$ cat config.mk
export PLATFORM = sky130hd
export DESIGN_NAME = obl_loader
export DESIGN_NICKNAME = d
export VERILOG_FILES = /design/src/rtl/obl_pkg.sv /design/src/rtl/obl_loader.sv /design/src/rtl/obl_optmem.sv
export SDC_FILE = /design/constraint.sdc
export NUM_CORES = 1
export LEC_CHECK = 0
export BUFFER_PORTS_ARGS = -buffer_cell sky130_fd_sc_hd__buf_2
export CAP_MARGIN = 20
export CORE_UTILIZATION = 53
export CTS_CLUSTER_SIZE = 20
export DETAILED_ROUTE_END_ITERATION = 10
export PLACE_DENSITY = 0.75
export SLEW_MARGIN = 30
export SYNTH_ARGS = -nofsm -noshare
export SYNTH_HDL_FRONTEND = slang
export SYNTH_HIERARCHICAL = 1
export SYNTH_SLANG_ARGS = --single-unit
$ cat constraint.sdc
create_clock -name clk_i -period 3.9 [get_ports clk_i]
set_input_delay 0.39 -clock clk_i [delete_from_list [all_inputs] [get_ports clk_i]]
set_output_delay 0.39 -clock clk_i [all_outputs]
set_load 0.02 [all_outputs]
$ cat src/rtl/obl_pkg.sv
// Purpose: Shared constants and types of the option byte configuration loader
// Assumes: 100 MHz system clock, APB register access with 32-bit data
// Notes:   Register indices are word indices; byte address is four times the index
package obl_pkg;

  // ==========================================================================
  // Option byte store layout
  // ==========================================================================
  localparam int unsigned OBL_NUM_BYTES = 4;          // Bytes in one copy region
  localparam int unsigned OBL_MEM_DEPTH = 8;          // Primary plus duplicate copy
  localparam logic [2:0] OBL_AW = 3'h3;               // Memory address width
  localparam logic OBL_BANK_PRIMARY = 1'b0;           // Region of 000C0H..000C3H
  localparam logic OBL_BANK_DUPLICATE = 1'b1;         // Region of 010C0H..010C3H
  localparam logic [19:0] OBL_PRIMARY_BASE = 20'h0_00C0;   // Primary copy base
  localparam logic [19:0] OBL_DUPLICATE_BASE = 20'h0_10C0; // Duplicate copy base
  // Stored image, byte n of the store at bits 8n+7..8n
  localparam logic [63:0] OBL_IMAGE_DEFAULT = 64'h84E8_7F6E_84E8_7F6E;

  // ==========================================================================
  // Register indices (byte address = index * 4)
  // ==========================================================================
  localparam logic [9:0] OBL_IDX_STATUS = 10'h000;    // Sticky event flags, W1C
  localparam logic [9:0] OBL_IDX_MASK = 10'h001;      // Interrupt mask
  localparam logic [9:0] OBL_IDX_KICK = 10'h002;      // Watchdog restart, write only
  localparam logic [9:0] OBL_IDX_WDT_COUNT = 10'h003; // Watchdog count and state
  localparam logic [9:0] OBL_IDX_WDT_OPT = 10'h0C0;   // watchdog_option_byte
  localparam logic [9:0] OBL_IDX_VDET_OPT = 10'h0C1;  // voltage_detect_option_byte
  localparam logic [9:0] OBL_IDX_OSC_OPT = 10'h0C2;   // oscillator_flash_option_byte
  localparam logic [9:0] OBL_IDX_DBG_OPT = 10'h0C3;   // debug_option_byte
  localparam logic [11:0] OBL_ADDR_MSB = 12'h00B;     // Top bit of paddr

  // ==========================================================================
  // Status and mask bit positions
  // ==========================================================================
  localparam int unsigned OBL_EVT_W = 4;              // Number of event bits
  localparam int unsigned OBL_EVT_INTERVAL = 0;       // Interval point reached
  localparam int unsigned OBL_EVT_OVERFLOW = 1;       // Watchdog overflow
  localparam int unsigned OBL_EVT_WINDOW = 2;         // Restart outside open window
  localparam int unsigned OBL_EVT_LOADED = 3;         // Option bytes loaded
  localparam logic [3:0] OBL_MASK_RESET = 4'h0;       // All events masked

  // ==========================================================================
  // Option byte field positions
  // ==========================================================================
  localparam int unsigned OBL_VDET_MODE_LSB = 0;      // Detector mode, 2 bits
  localparam logic [1:0] OBL_VDET_MODE_RESET = 2'h3;  // Reset mode code
  localparam int unsigned OBL_OSC_FLASH_MODE_LSB = 6; // Flash mode, 2 bits
  localparam logic [1:0] OBL_OSC_FLASH_MODE_HIGH = 2'h3; // High speed flash mode
  localparam int unsigned OBL_OSC_FRQ_LSB = 0;        // Oscillator select, 4 bits
  localparam logic [3:0] OBL_OSC_FRQ_32MHZ = 4'h8;    // 32 MHz select code
  localparam int unsigned OBL_DBG_ENABLE_BIT = 7;     // On-chip debug enable

  // ==========================================================================
  // Watchdog timing
  // ==========================================================================
  // Overflow exponent per select code, index 7 first (2^exp low speed cycles)
  localparam logic [7:0][4:0] OBL_OVF_EXP = '{5'h10, 5'h0E, 5'h0D, 5'h0B,
                                              5'h09, 5'h08, 5'h07, 5'h06};
  localparam logic [1:0] OBL_WIN_PROHIBITED = 2'h0;   // Window code not allowed
  localparam logic [1:0] OBL_WIN_50 = 2'h1;           // 50 percent open
  localparam logic [1:0] OBL_WIN_75 = 2'h2;           // 75 percent open
  localparam logic [1:0] OBL_WIN_100 = 2'h3;          // Always open
  localparam logic [16:0] OBL_WDT_CNT_RESET = 17'h0_0000; // Counter reset value

  // ==========================================================================
  // Types
  // ==========================================================================
  // Watchdog option byte, bit 7 down to bit 0
  typedef struct packed {
    logic interval_irq_use;
    logic window_period_sel_hi;
    logic window_period_sel_lo;
    logic run_after_reset;
    logic [2:0] overflow_time_sel;
    logic standby_count_enable;
  } obl_wdt_cfg_t;

  // Decoded settings of the other three bytes
  typedef struct packed {
    logic vdet_reset_mode;
    logic [7:0] vdet_byte;
    logic high_speed_flash_mode;
    logic [3:0] osc_freq_sel;
    logic osc_32mhz;
    logic ocd_enable;
  } obl_sys_cfg_t;

  // Loader states
  typedef enum logic [1:0] {
    OBL_ST_IDLE = 2'b00,
    OBL_ST_FETCH = 2'b01,
    OBL_ST_CAPTURE = 2'b10,
    OBL_ST_DONE = 2'b11
  } obl_state_t;

endpackage

$ cat src/rtl/obl_loader.sv
// Purpose: Boot-time option byte loader with the watchdog it configures
// Assumes: boot_swap_i, standby_i, lsoc_clk_i are pins; APB master on clk_i
// Notes:   cpu_run_o stays low until all four bytes are latched
`timescale 1ns/1ns
`default_nettype none
module obl_loader
  import obl_pkg::*;
#(
  parameter logic [63:0] IMAGE = OBL_IMAGE_DEFAULT
) (
  // Clock and reset
  input wire logic clk_i,
  input wire logic rst_i,
  // Pins
  input wire logic boot_swap_i,
  input wire logic standby_i,
  input wire logic lsoc_clk_i,
  // APB slave
  input wire logic psel_i,
  input wire logic penable_i,
  input wire logic pwrite_i,
  input wire logic [11:0] paddr_i,
  input wire logic [31:0] pwdata_i,
  output logic [31:0] prdata_o,
  output logic pready_o,
  output logic pslverr_o,
  // Configuration outputs
  output obl_wdt_cfg_t wdt_cfg_o,
  output obl_sys_cfg_t sys_cfg_o,
  output logic cpu_run_o,
  // Watchdog and interrupt
  output logic wdt_reset_req_o,
  output logic irq_o
);

  // ==========================================================================
  // Pin synchronisers
  // ==========================================================================
  logic [2:0] meta_ff;     // First stage, read only by second stage
  logic [2:0] sync_ff;     // Second stage
  logic lsoc_prev_ff;      // Previous low speed clock level
  logic swap_s;            // Synchronised boot swap
  logic stby_s;            // Synchronised standby
  logic lsoc_rise;         // One low speed clock cycle elapsed

  // Two flip-flops for each pin, kept out of reset on purpose:
  // the swap level must already be settled when the loader leaves reset
  always_ff @(posedge clk_i) begin
    meta_ff <= {lsoc_clk_i, standby_i, boot_swap_i};
    sync_ff <= meta_ff;
    lsoc_prev_ff <= sync_ff[2];  // Tracks the pin, so no false edge after reset
  end

  assign swap_s = sync_ff[0];
  assign stby_s = sync_ff[1];
  assign lsoc_rise = sync_ff[2] & ~lsoc_prev_ff;

  // ==========================================================================
  // Loader state machine
  // ==========================================================================
  obl_state_t state_ff, nxt_state;   // Loader state
  logic [1:0] idx_ff, nxt_idx;       // Byte being fetched
  logic bank_ff, nxt_bank;           // Active copy region
  logic [3:0][7:0] opt_ff, nxt_opt;  // Latched option bytes
  logic [2:0] mem_addr;              // Store address
  logic [7:0] mem_rdata;             // Store read data
  logic loaded_evt;                  // Pulse when loading completes

  // Option byte store
  obl_optmem #(
    .IMAGE(IMAGE)
  ) u_mem (
    .clk_i(clk_i),
    .rst_i(rst_i),
    .raddr_i(mem_addr),
    .rdata_o(mem_rdata)
  );

  // Physical region chosen by the swap state
  assign mem_addr = {bank_ff, idx_ff};

  // Next state of loader
  always_comb begin
    nxt_state = state_ff;
    nxt_idx = idx_ff;
    nxt_bank = bank_ff;
    nxt_opt = opt_ff;
    loaded_evt = 1'b0;
    unique case (state_ff)
      OBL_ST_IDLE: begin
        // Boot swap selects which copy appears at the primary addresses
        nxt_bank = swap_s ? OBL_BANK_DUPLICATE : OBL_BANK_PRIMARY;
        nxt_idx = 2'h0;
        nxt_state = OBL_ST_FETCH;
      end
      OBL_ST_FETCH: begin
        // Address presented, data next cycle
        nxt_state = OBL_ST_CAPTURE;
      end
      OBL_ST_CAPTURE: begin
        // Latch byte and step on
        nxt_opt[idx_ff] = mem_rdata;
        if (idx_ff == 2'(OBL_NUM_BYTES - 1)) begin
          nxt_state = OBL_ST_DONE;
          loaded_evt = 1'b1;
        end else begin
          nxt_idx = idx_ff + 2'h1;
          nxt_state = OBL_ST_FETCH;
        end
      end
      OBL_ST_DONE: begin
        // Hold until the next reset
        nxt_state = OBL_ST_DONE;
      end
    endcase
  end

  // Loader registers
  always_ff @(posedge clk_i) begin
    if (rst_i) begin
      state_ff <= OBL_ST_IDLE;
      idx_ff <= 2'h0;
      bank_ff <= OBL_BANK_PRIMARY;
      opt_ff <= '0;
      cpu_run_o <= 1'b0;
    end else begin
      state_ff <= nxt_state;
      idx_ff <= nxt_idx;
      bank_ff <= nxt_bank;
      opt_ff <= nxt_opt;
      cpu_run_o <= (nxt_state == OBL_ST_DONE);
    end
  end

  // ==========================================================================
  // Decoded configuration
  // ==========================================================================
  obl_wdt_cfg_t wdt_cfg;   // Watchdog byte fields
  obl_sys_cfg_t sys_cfg;   // Other bytes decoded

  // Field split of the latched bytes
  always_comb begin
    wdt_cfg = obl_wdt_cfg_t'(opt_ff[0]);
    sys_cfg.vdet_byte = opt_ff[1];
    sys_cfg.vdet_reset_mode = (opt_ff[1][OBL_VDET_MODE_LSB +: 2] == OBL_VDET_MODE_RESET);
    sys_cfg.high_speed_flash_mode = (opt_ff[2][OBL_OSC_FLASH_MODE_LSB +: 2] == OBL_OSC_FLASH_MODE_HIGH);
    sys_cfg.osc_freq_sel = opt_ff[2][OBL_OSC_FRQ_LSB +: 4];
    sys_cfg.osc_32mhz = (opt_ff[2][OBL_OSC_FRQ_LSB +: 4] == OBL_OSC_FRQ_32MHZ);
    sys_cfg.ocd_enable = opt_ff[3][OBL_DBG_ENABLE_BIT];
  end

  // ==========================================================================
  // Watchdog counter
  // ==========================================================================
  logic [16:0] cnt_ff, nxt_cnt;  // Count of low speed cycles
  logic [16:0] period;           // Overflow period
  logic [16:0] intv_pt;          // Interval interrupt point
  logic [16:0] win_open;         // First count of open window
  logic intv_done_ff, nxt_intv_done;  // Interval raised this period
  logic wdt_run;                 // Counter running
  logic kick;                    // Software restart
  logic evt_intv, evt_ovf, evt_win;   // Watchdog events

  // Period and thresholds from the option fields
  always_comb begin
    period = 17'h0_0001 << OBL_OVF_EXP[wdt_cfg.overflow_time_sel];
    intv_pt = period - (period >> 2);
    unique case ({wdt_cfg.window_period_sel_hi, wdt_cfg.window_period_sel_lo})
      OBL_WIN_50: win_open = period >> 1;
      OBL_WIN_75: win_open = period >> 2;
      OBL_WIN_100: win_open = OBL_WDT_CNT_RESET;
      OBL_WIN_PROHIBITED: win_open = OBL_WDT_CNT_RESET;  // Treated as fully open
    endcase
  end

  // Counting, overflow, window and interval detection
  always_comb begin
    // Runs only after loading and only if the run bit is set
    wdt_run = (state_ff == OBL_ST_DONE) & wdt_cfg.run_after_reset;
    nxt_cnt = cnt_ff;
    nxt_intv_done = intv_done_ff;
    evt_intv = 1'b0;
    evt_ovf = 1'b0;
    evt_win = 1'b0;
    if (wdt_run) begin
      if (kick) begin
        // Restart before the window opens is an error
        evt_win = (cnt_ff < win_open);
        nxt_cnt = OBL_WDT_CNT_RESET;
        nxt_intv_done = 1'b0;
      end else if (lsoc_rise && !(stby_s && !wdt_cfg.standby_count_enable)) begin
        // One low speed cycle counted
        if (cnt_ff == period - 17'h0_0001) begin
          evt_ovf = 1'b1;
          nxt_cnt = OBL_WDT_CNT_RESET;
          nxt_intv_done = 1'b0;
        end else begin
          nxt_cnt = cnt_ff + 17'h0_0001;
        end
        // Interval point reached once per period
        if (wdt_cfg.interval_irq_use && !intv_done_ff && nxt_cnt == intv_pt) begin
          evt_intv = 1'b1;
          nxt_intv_done = 1'b1;
        end
      end
    end
  end

  // Watchdog registers
  always_ff @(posedge clk_i) begin
    if (rst_i) begin
      cnt_ff <= OBL_WDT_CNT_RESET;
      intv_done_ff <= 1'b0;
      wdt_reset_req_o <= 1'b0;
    end else begin
      cnt_ff <= nxt_cnt;
      intv_done_ff <= nxt_intv_done;
      wdt_reset_req_o <= evt_ovf | evt_win;
    end
  end

  // ==========================================================================
  // APB register file
  // ==========================================================================
  logic [OBL_EVT_W-1:0] status_ff, nxt_status;  // Sticky events
  logic [OBL_EVT_W-1:0] mask_ff, nxt_mask;      // Interrupt enables
  logic [31:0] nxt_prdata;     // Read data for the access phase
  logic nxt_pready;            // Ready in the access phase
  logic nxt_pslverr;           // Error answer
  logic [9:0] widx;            // Word index of the access
  logic setup;                 // Setup cycle
  logic commit;                // Access completes this edge
  logic [OBL_EVT_W-1:0] set_evt;  // Events this cycle

  assign widx = paddr_i[OBL_ADDR_MSB:2];
  assign setup = psel_i & ~penable_i;
  assign commit = psel_i & penable_i & pready_o;
  assign kick = commit & pwrite_i & (widx == OBL_IDX_KICK);

  // Decode, read mux and register updates
  always_comb begin
    nxt_pready = setup;
    nxt_prdata = 32'h0000_0000;
    nxt_pslverr = 1'b0;
    if (setup) begin
      unique case (widx)
        OBL_IDX_STATUS: nxt_prdata = 32'(status_ff);
        OBL_IDX_MASK: nxt_prdata = 32'(mask_ff);
        OBL_IDX_KICK: nxt_pslverr = ~pwrite_i;
        OBL_IDX_WDT_COUNT: nxt_prdata = {14'h0000, wdt_run, cnt_ff};
        // Option bytes answer reads and refuse writes
        OBL_IDX_WDT_OPT: begin
          nxt_prdata = {24'h00_0000, opt_ff[0]};
          nxt_pslverr = pwrite_i;
        end
        OBL_IDX_VDET_OPT: begin
          nxt_prdata = {24'h00_0000, opt_ff[1]};
          nxt_pslverr = pwrite_i;
        end
        OBL_IDX_OSC_OPT: begin
          nxt_prdata = {24'h00_0000, opt_ff[2]};
          nxt_pslverr = pwrite_i;
        end
        OBL_IDX_DBG_OPT: begin
          nxt_prdata = {24'h00_0000, opt_ff[3]};
          nxt_pslverr = pwrite_i;
        end
        default: nxt_pslverr = 1'b1;  // Unmapped address
      endcase
      if (pwrite_i) begin
        nxt_prdata = 32'h0000_0000;
      end
    end
    // Event collection, set wins over write-one clear
    set_evt = '0;
    set_evt[OBL_EVT_INTERVAL] = evt_intv;
    set_evt[OBL_EVT_OVERFLOW] = evt_ovf;
    set_evt[OBL_EVT_WINDOW] = evt_win;
    set_evt[OBL_EVT_LOADED] = loaded_evt;
    nxt_status = status_ff;
    nxt_mask = mask_ff;
    if (commit && pwrite_i && widx == OBL_IDX_STATUS) begin
      nxt_status = status_ff & ~pwdata_i[OBL_EVT_W-1:0];
    end
    if (commit && pwrite_i && widx == OBL_IDX_MASK) begin
      nxt_mask = pwdata_i[OBL_EVT_W-1:0];
    end
    nxt_status = nxt_status | set_evt;
  end

  // Bus and interrupt registers
  always_ff @(posedge clk_i) begin
    if (rst_i) begin
      status_ff <= '0;
      mask_ff <= OBL_MASK_RESET;
      prdata_o <= 32'h0000_0000;
      pready_o <= 1'b0;
      pslverr_o <= 1'b0;
      irq_o <= 1'b0;
      wdt_cfg_o <= '0;
      sys_cfg_o <= '0;
    end else begin
      status_ff <= nxt_status;
      mask_ff <= nxt_mask;
      prdata_o <= nxt_prdata;
      pready_o <= nxt_pready;
      pslverr_o <= nxt_pslverr;
      irq_o <= |(nxt_status & nxt_mask);
      wdt_cfg_o <= wdt_cfg;
      sys_cfg_o <= sys_cfg;
    end
  end

endmodule
`default_nettype wire

$ cat src/rtl/obl_optmem.sv
// Purpose: Read-only store of the option bytes, primary and duplicate copy
// Assumes: Contents fixed by the stored image parameter
// Notes:   Read data come out of a register one cycle after the address
`timescale 1ns/1ns
`default_nettype none
module obl_optmem
  import obl_pkg::*;
#(
  parameter logic [63:0] IMAGE = OBL_IMAGE_DEFAULT
) (
  // Clock and reset
  input wire logic clk_i,
  input wire logic rst_i,
  // Read port
  input wire logic [2:0] raddr_i,
  output logic [7:0] rdata_o
);

  // ==========================================================================
  // Storage
  // ==========================================================================
  logic [7:0] rdata_ff;   // Registered read data
  logic [7:0] nxt_rdata;  // Selected byte

  // Byte select from the fixed image, no write port exists
  always_comb begin
    nxt_rdata = IMAGE[{raddr_i, 3'h0} +: 8];
  end

  // Read register
  always_ff @(posedge clk_i) begin
    if (rst_i) begin
      rdata_ff <= 8'h00;
    end else begin
      rdata_ff <= nxt_rdata;
    end
  end

  assign rdata_o = rdata_ff;

endmodule
`default_nettype wire

==> impl_metrics.ini <==
[power]
p_int_mw = 2.46
p_switching_uw = 941
peakVddDrop_mv = 0.393
pwr-share-comb_pct = 17.2
p_sw_share_pct = 27.7
clockPowerShare_pct = 44.7
power.density_nw_per_um2 = 381
p_leak_nw = 3.75
seqPwrFrac_pct = 38.2

[critical_path]
critical-path-max-stage-delay_ps = 390
path_cells = or2_4 -> nor3b_4 -> ha_2 -> inv_1 -> fa_1 -> a21o_1 -> a221oi_2 -> buf_4 -> o311ai_1 -> xor2_1 -> xnor2_1 -> o2111ai_1 -> o31a_1 -> a2111oi_4 -> nand4_2 -> o31ai_2
worstReg2RegEnd = irq_o$_SDFF_PP0_
rrSetupSlack_ps = 160
critical_path.endpoint_type = flip-flop
slowest_stage = fa_1
critical-path-top-delay-family = compound AO/OA/AOI/OAI gates
r2r_cells = 16
crit_path_start_kind = flip-flop
cp_num_buf_inv = 2
cp_max_fo = 5
arrival_ps = 4060
worstPathRequired_ps = 4220
worstSetupPathType = reg -> reg

[grt]
gr-total-overflow = 0
grt_pass1_wl_um = 32700
antenna_found_initial = 1
grtUsageMet2_pct = 47.3
grt_pass1_vias = 6584
grt_max_degree = 45
top_usage_layer = met2
grt_use_met3_pct = 5.97
use_met1_pct = 35.5
grt_util_all_layers_pct = 28.6

[detailed_routing]
dr.first_iter.drc_count = 679
dr_total_vias = 7042
drt-total-wl_um = 20600
dr.pass1.iters = 5
avgViaCountPerCell = 5.86
drc = 0
avgRoutedWirePerCell_um = 17.1
antenna_left = 0

[cts]
cts_buffers = 17
root_buffer = clkbuf_16
cts_tree = yes
cts_sinks = 124
cts.htree.levels = 4
cts.clk_slew.worst_paths_ps = 60
clock_latency_ps = 410
cts_buffer_depth = 2
cts_hold_buffers = 0

[run]
drv_cap = 0

[floorplanning]
rows = 43
dieHeight_um = 121
die-width_um = 121
core_um2 = 13800
io-pin-count = 113
dieArea_um2 = 14700
initial_utilization_pct = 54.3

[final_layout]
fin_area_um2 = 8920
syn_to_final_growth_pct = 18.8
nets = 1096
fin_util_pct = 64.5
drive_above_1_share_pct = 19.7

[sta]
hold_viol = 0
max_freq_mhz = 267
finalCritPeriodShare_pct = 95.9
setup_ws_ps = 162
min_period_ps = 3740
max_slew_margin_pct = 39.1
finClkSkew_ps = 8.83
setup_viol = 0
hold_ws_ps = 79.2
worst_pin_slew_ps = 909
slew_viol_final = 0

[min_path]
hp-start = standby_i
hold_depth = 1
hold_class = in -> reg
min_to = meta_ff[1]$_DFF_P_

[synth]
syn_area_um2 = 7510
ys_warn_count = 6
synth_cells = 926
synth.avg_cell_area_um2 = 8.11

[placement]
portBuffers = 67
dpl.hpwl_um = 14800
place_ws_ps = 12.9
placed_area_um2 = 8170
gp_congestion = 0.951

[run_status]
status = complete, no violations
[area by class of cell]
cell class	count	area [um2]
clock buffers	19	443
fillers	1163	4910
clock inverters	13	130
diodes	1	2.50
flip-flops and latches	124	2490
multi-input cells	706	4730
inverters	33	124
repair buffers	125	783
well taps	180	225
[metal layers]
metal	vias up	share of wire, %
met4	0	4.0
met5	-	0
met3	53	6.9
met2	282	48
li1	3434	-
met1	3273	41
[flip-flops by register name, summed over array words and instances, names as in the netlist, 2 cells and up, named ones only]
register	count
opt_ff	24
prdata_o	18
cnt_ff	17
sys_cfg_o	16
wdt_cfg	8
wdt_cfg_o	8
u_mem/rdata_o	5
mask_ff	4
status_ff	4
idx_ff	2
meta_ff	2
state_ff	2
sync_ff	2
[per-stage QoR]
stage / cells / setup TNS [ps] / power, mW
after floorplan: 939 / 0 / 1.70
after global routing: 1200 / -6.72 / 3.52
final: 1201 / 0 / 3.40
after CTS: 1197 / 0 / 3.36
after detailed placement: 1165 / 0 / 1.85
after global placement: 1165 / 0 / 1.84
[worst max path at each step]
stage | end | startpoint | depth (start not counted)
finish | irq_o$_SDFF_PP0_ | flip-flop | 16
global route | irq_o$_SDFF_PP0_ | flip-flop | 16
CTS | irq_o$_SDFF_PP0_ | flip-flop | 17
detailed placement | irq_o$_SDFF_PP0_ | flip-flop | 16
global placement | irq_o$_SDFF_PP0_ | flip-flop | 15
floorplan | irq_o$_SDFF_PP0_ | flip-flop | 16
[cells in the final DEF, fill, tap and decap left out, drive strengths merged, types with 6 or more instances in the layout]
cell type	count
a21boi	6
a21o	6
a21oi	79
a22oi	23
a31oi	6
and2	14
and3	15
buf	125
clkbuf	19
conb	14
dfxtp	124
ha	36
inv	40
mux2i	14
nand2	77
nand2b	14
nand3	63
nand3b	7
nand4	7
nor2	83
nor2b	31
nor3	27
o21ai	36
or2	6
or3	11
xnor2	21
xor2	15
[power groups by stage]
stage / combinational, mW / clock (mW) / sequential, mW
floorplan: 0.377 / 0 / 1.32
global placement: 0.517 / 0 / 1.32
detailed placement: 0.524 / 0 / 1.33
CTS: 0.530 / 1.53 / 1.30
global route: 0.631 / 1.59 / 1.30
finish: 0.584 / 1.52 / 1.30
[timing repair]
| item | 4_1_cts | 5_1_grt |
|---|---|---|
| setup endpoints to repair | 1 | 4 |
| setup buffers | 0 | 3 |
| pin swaps | 0 | 11 |
| gates resized for setup | 2 | 24 |
Power figures use the tool's default switching activity.
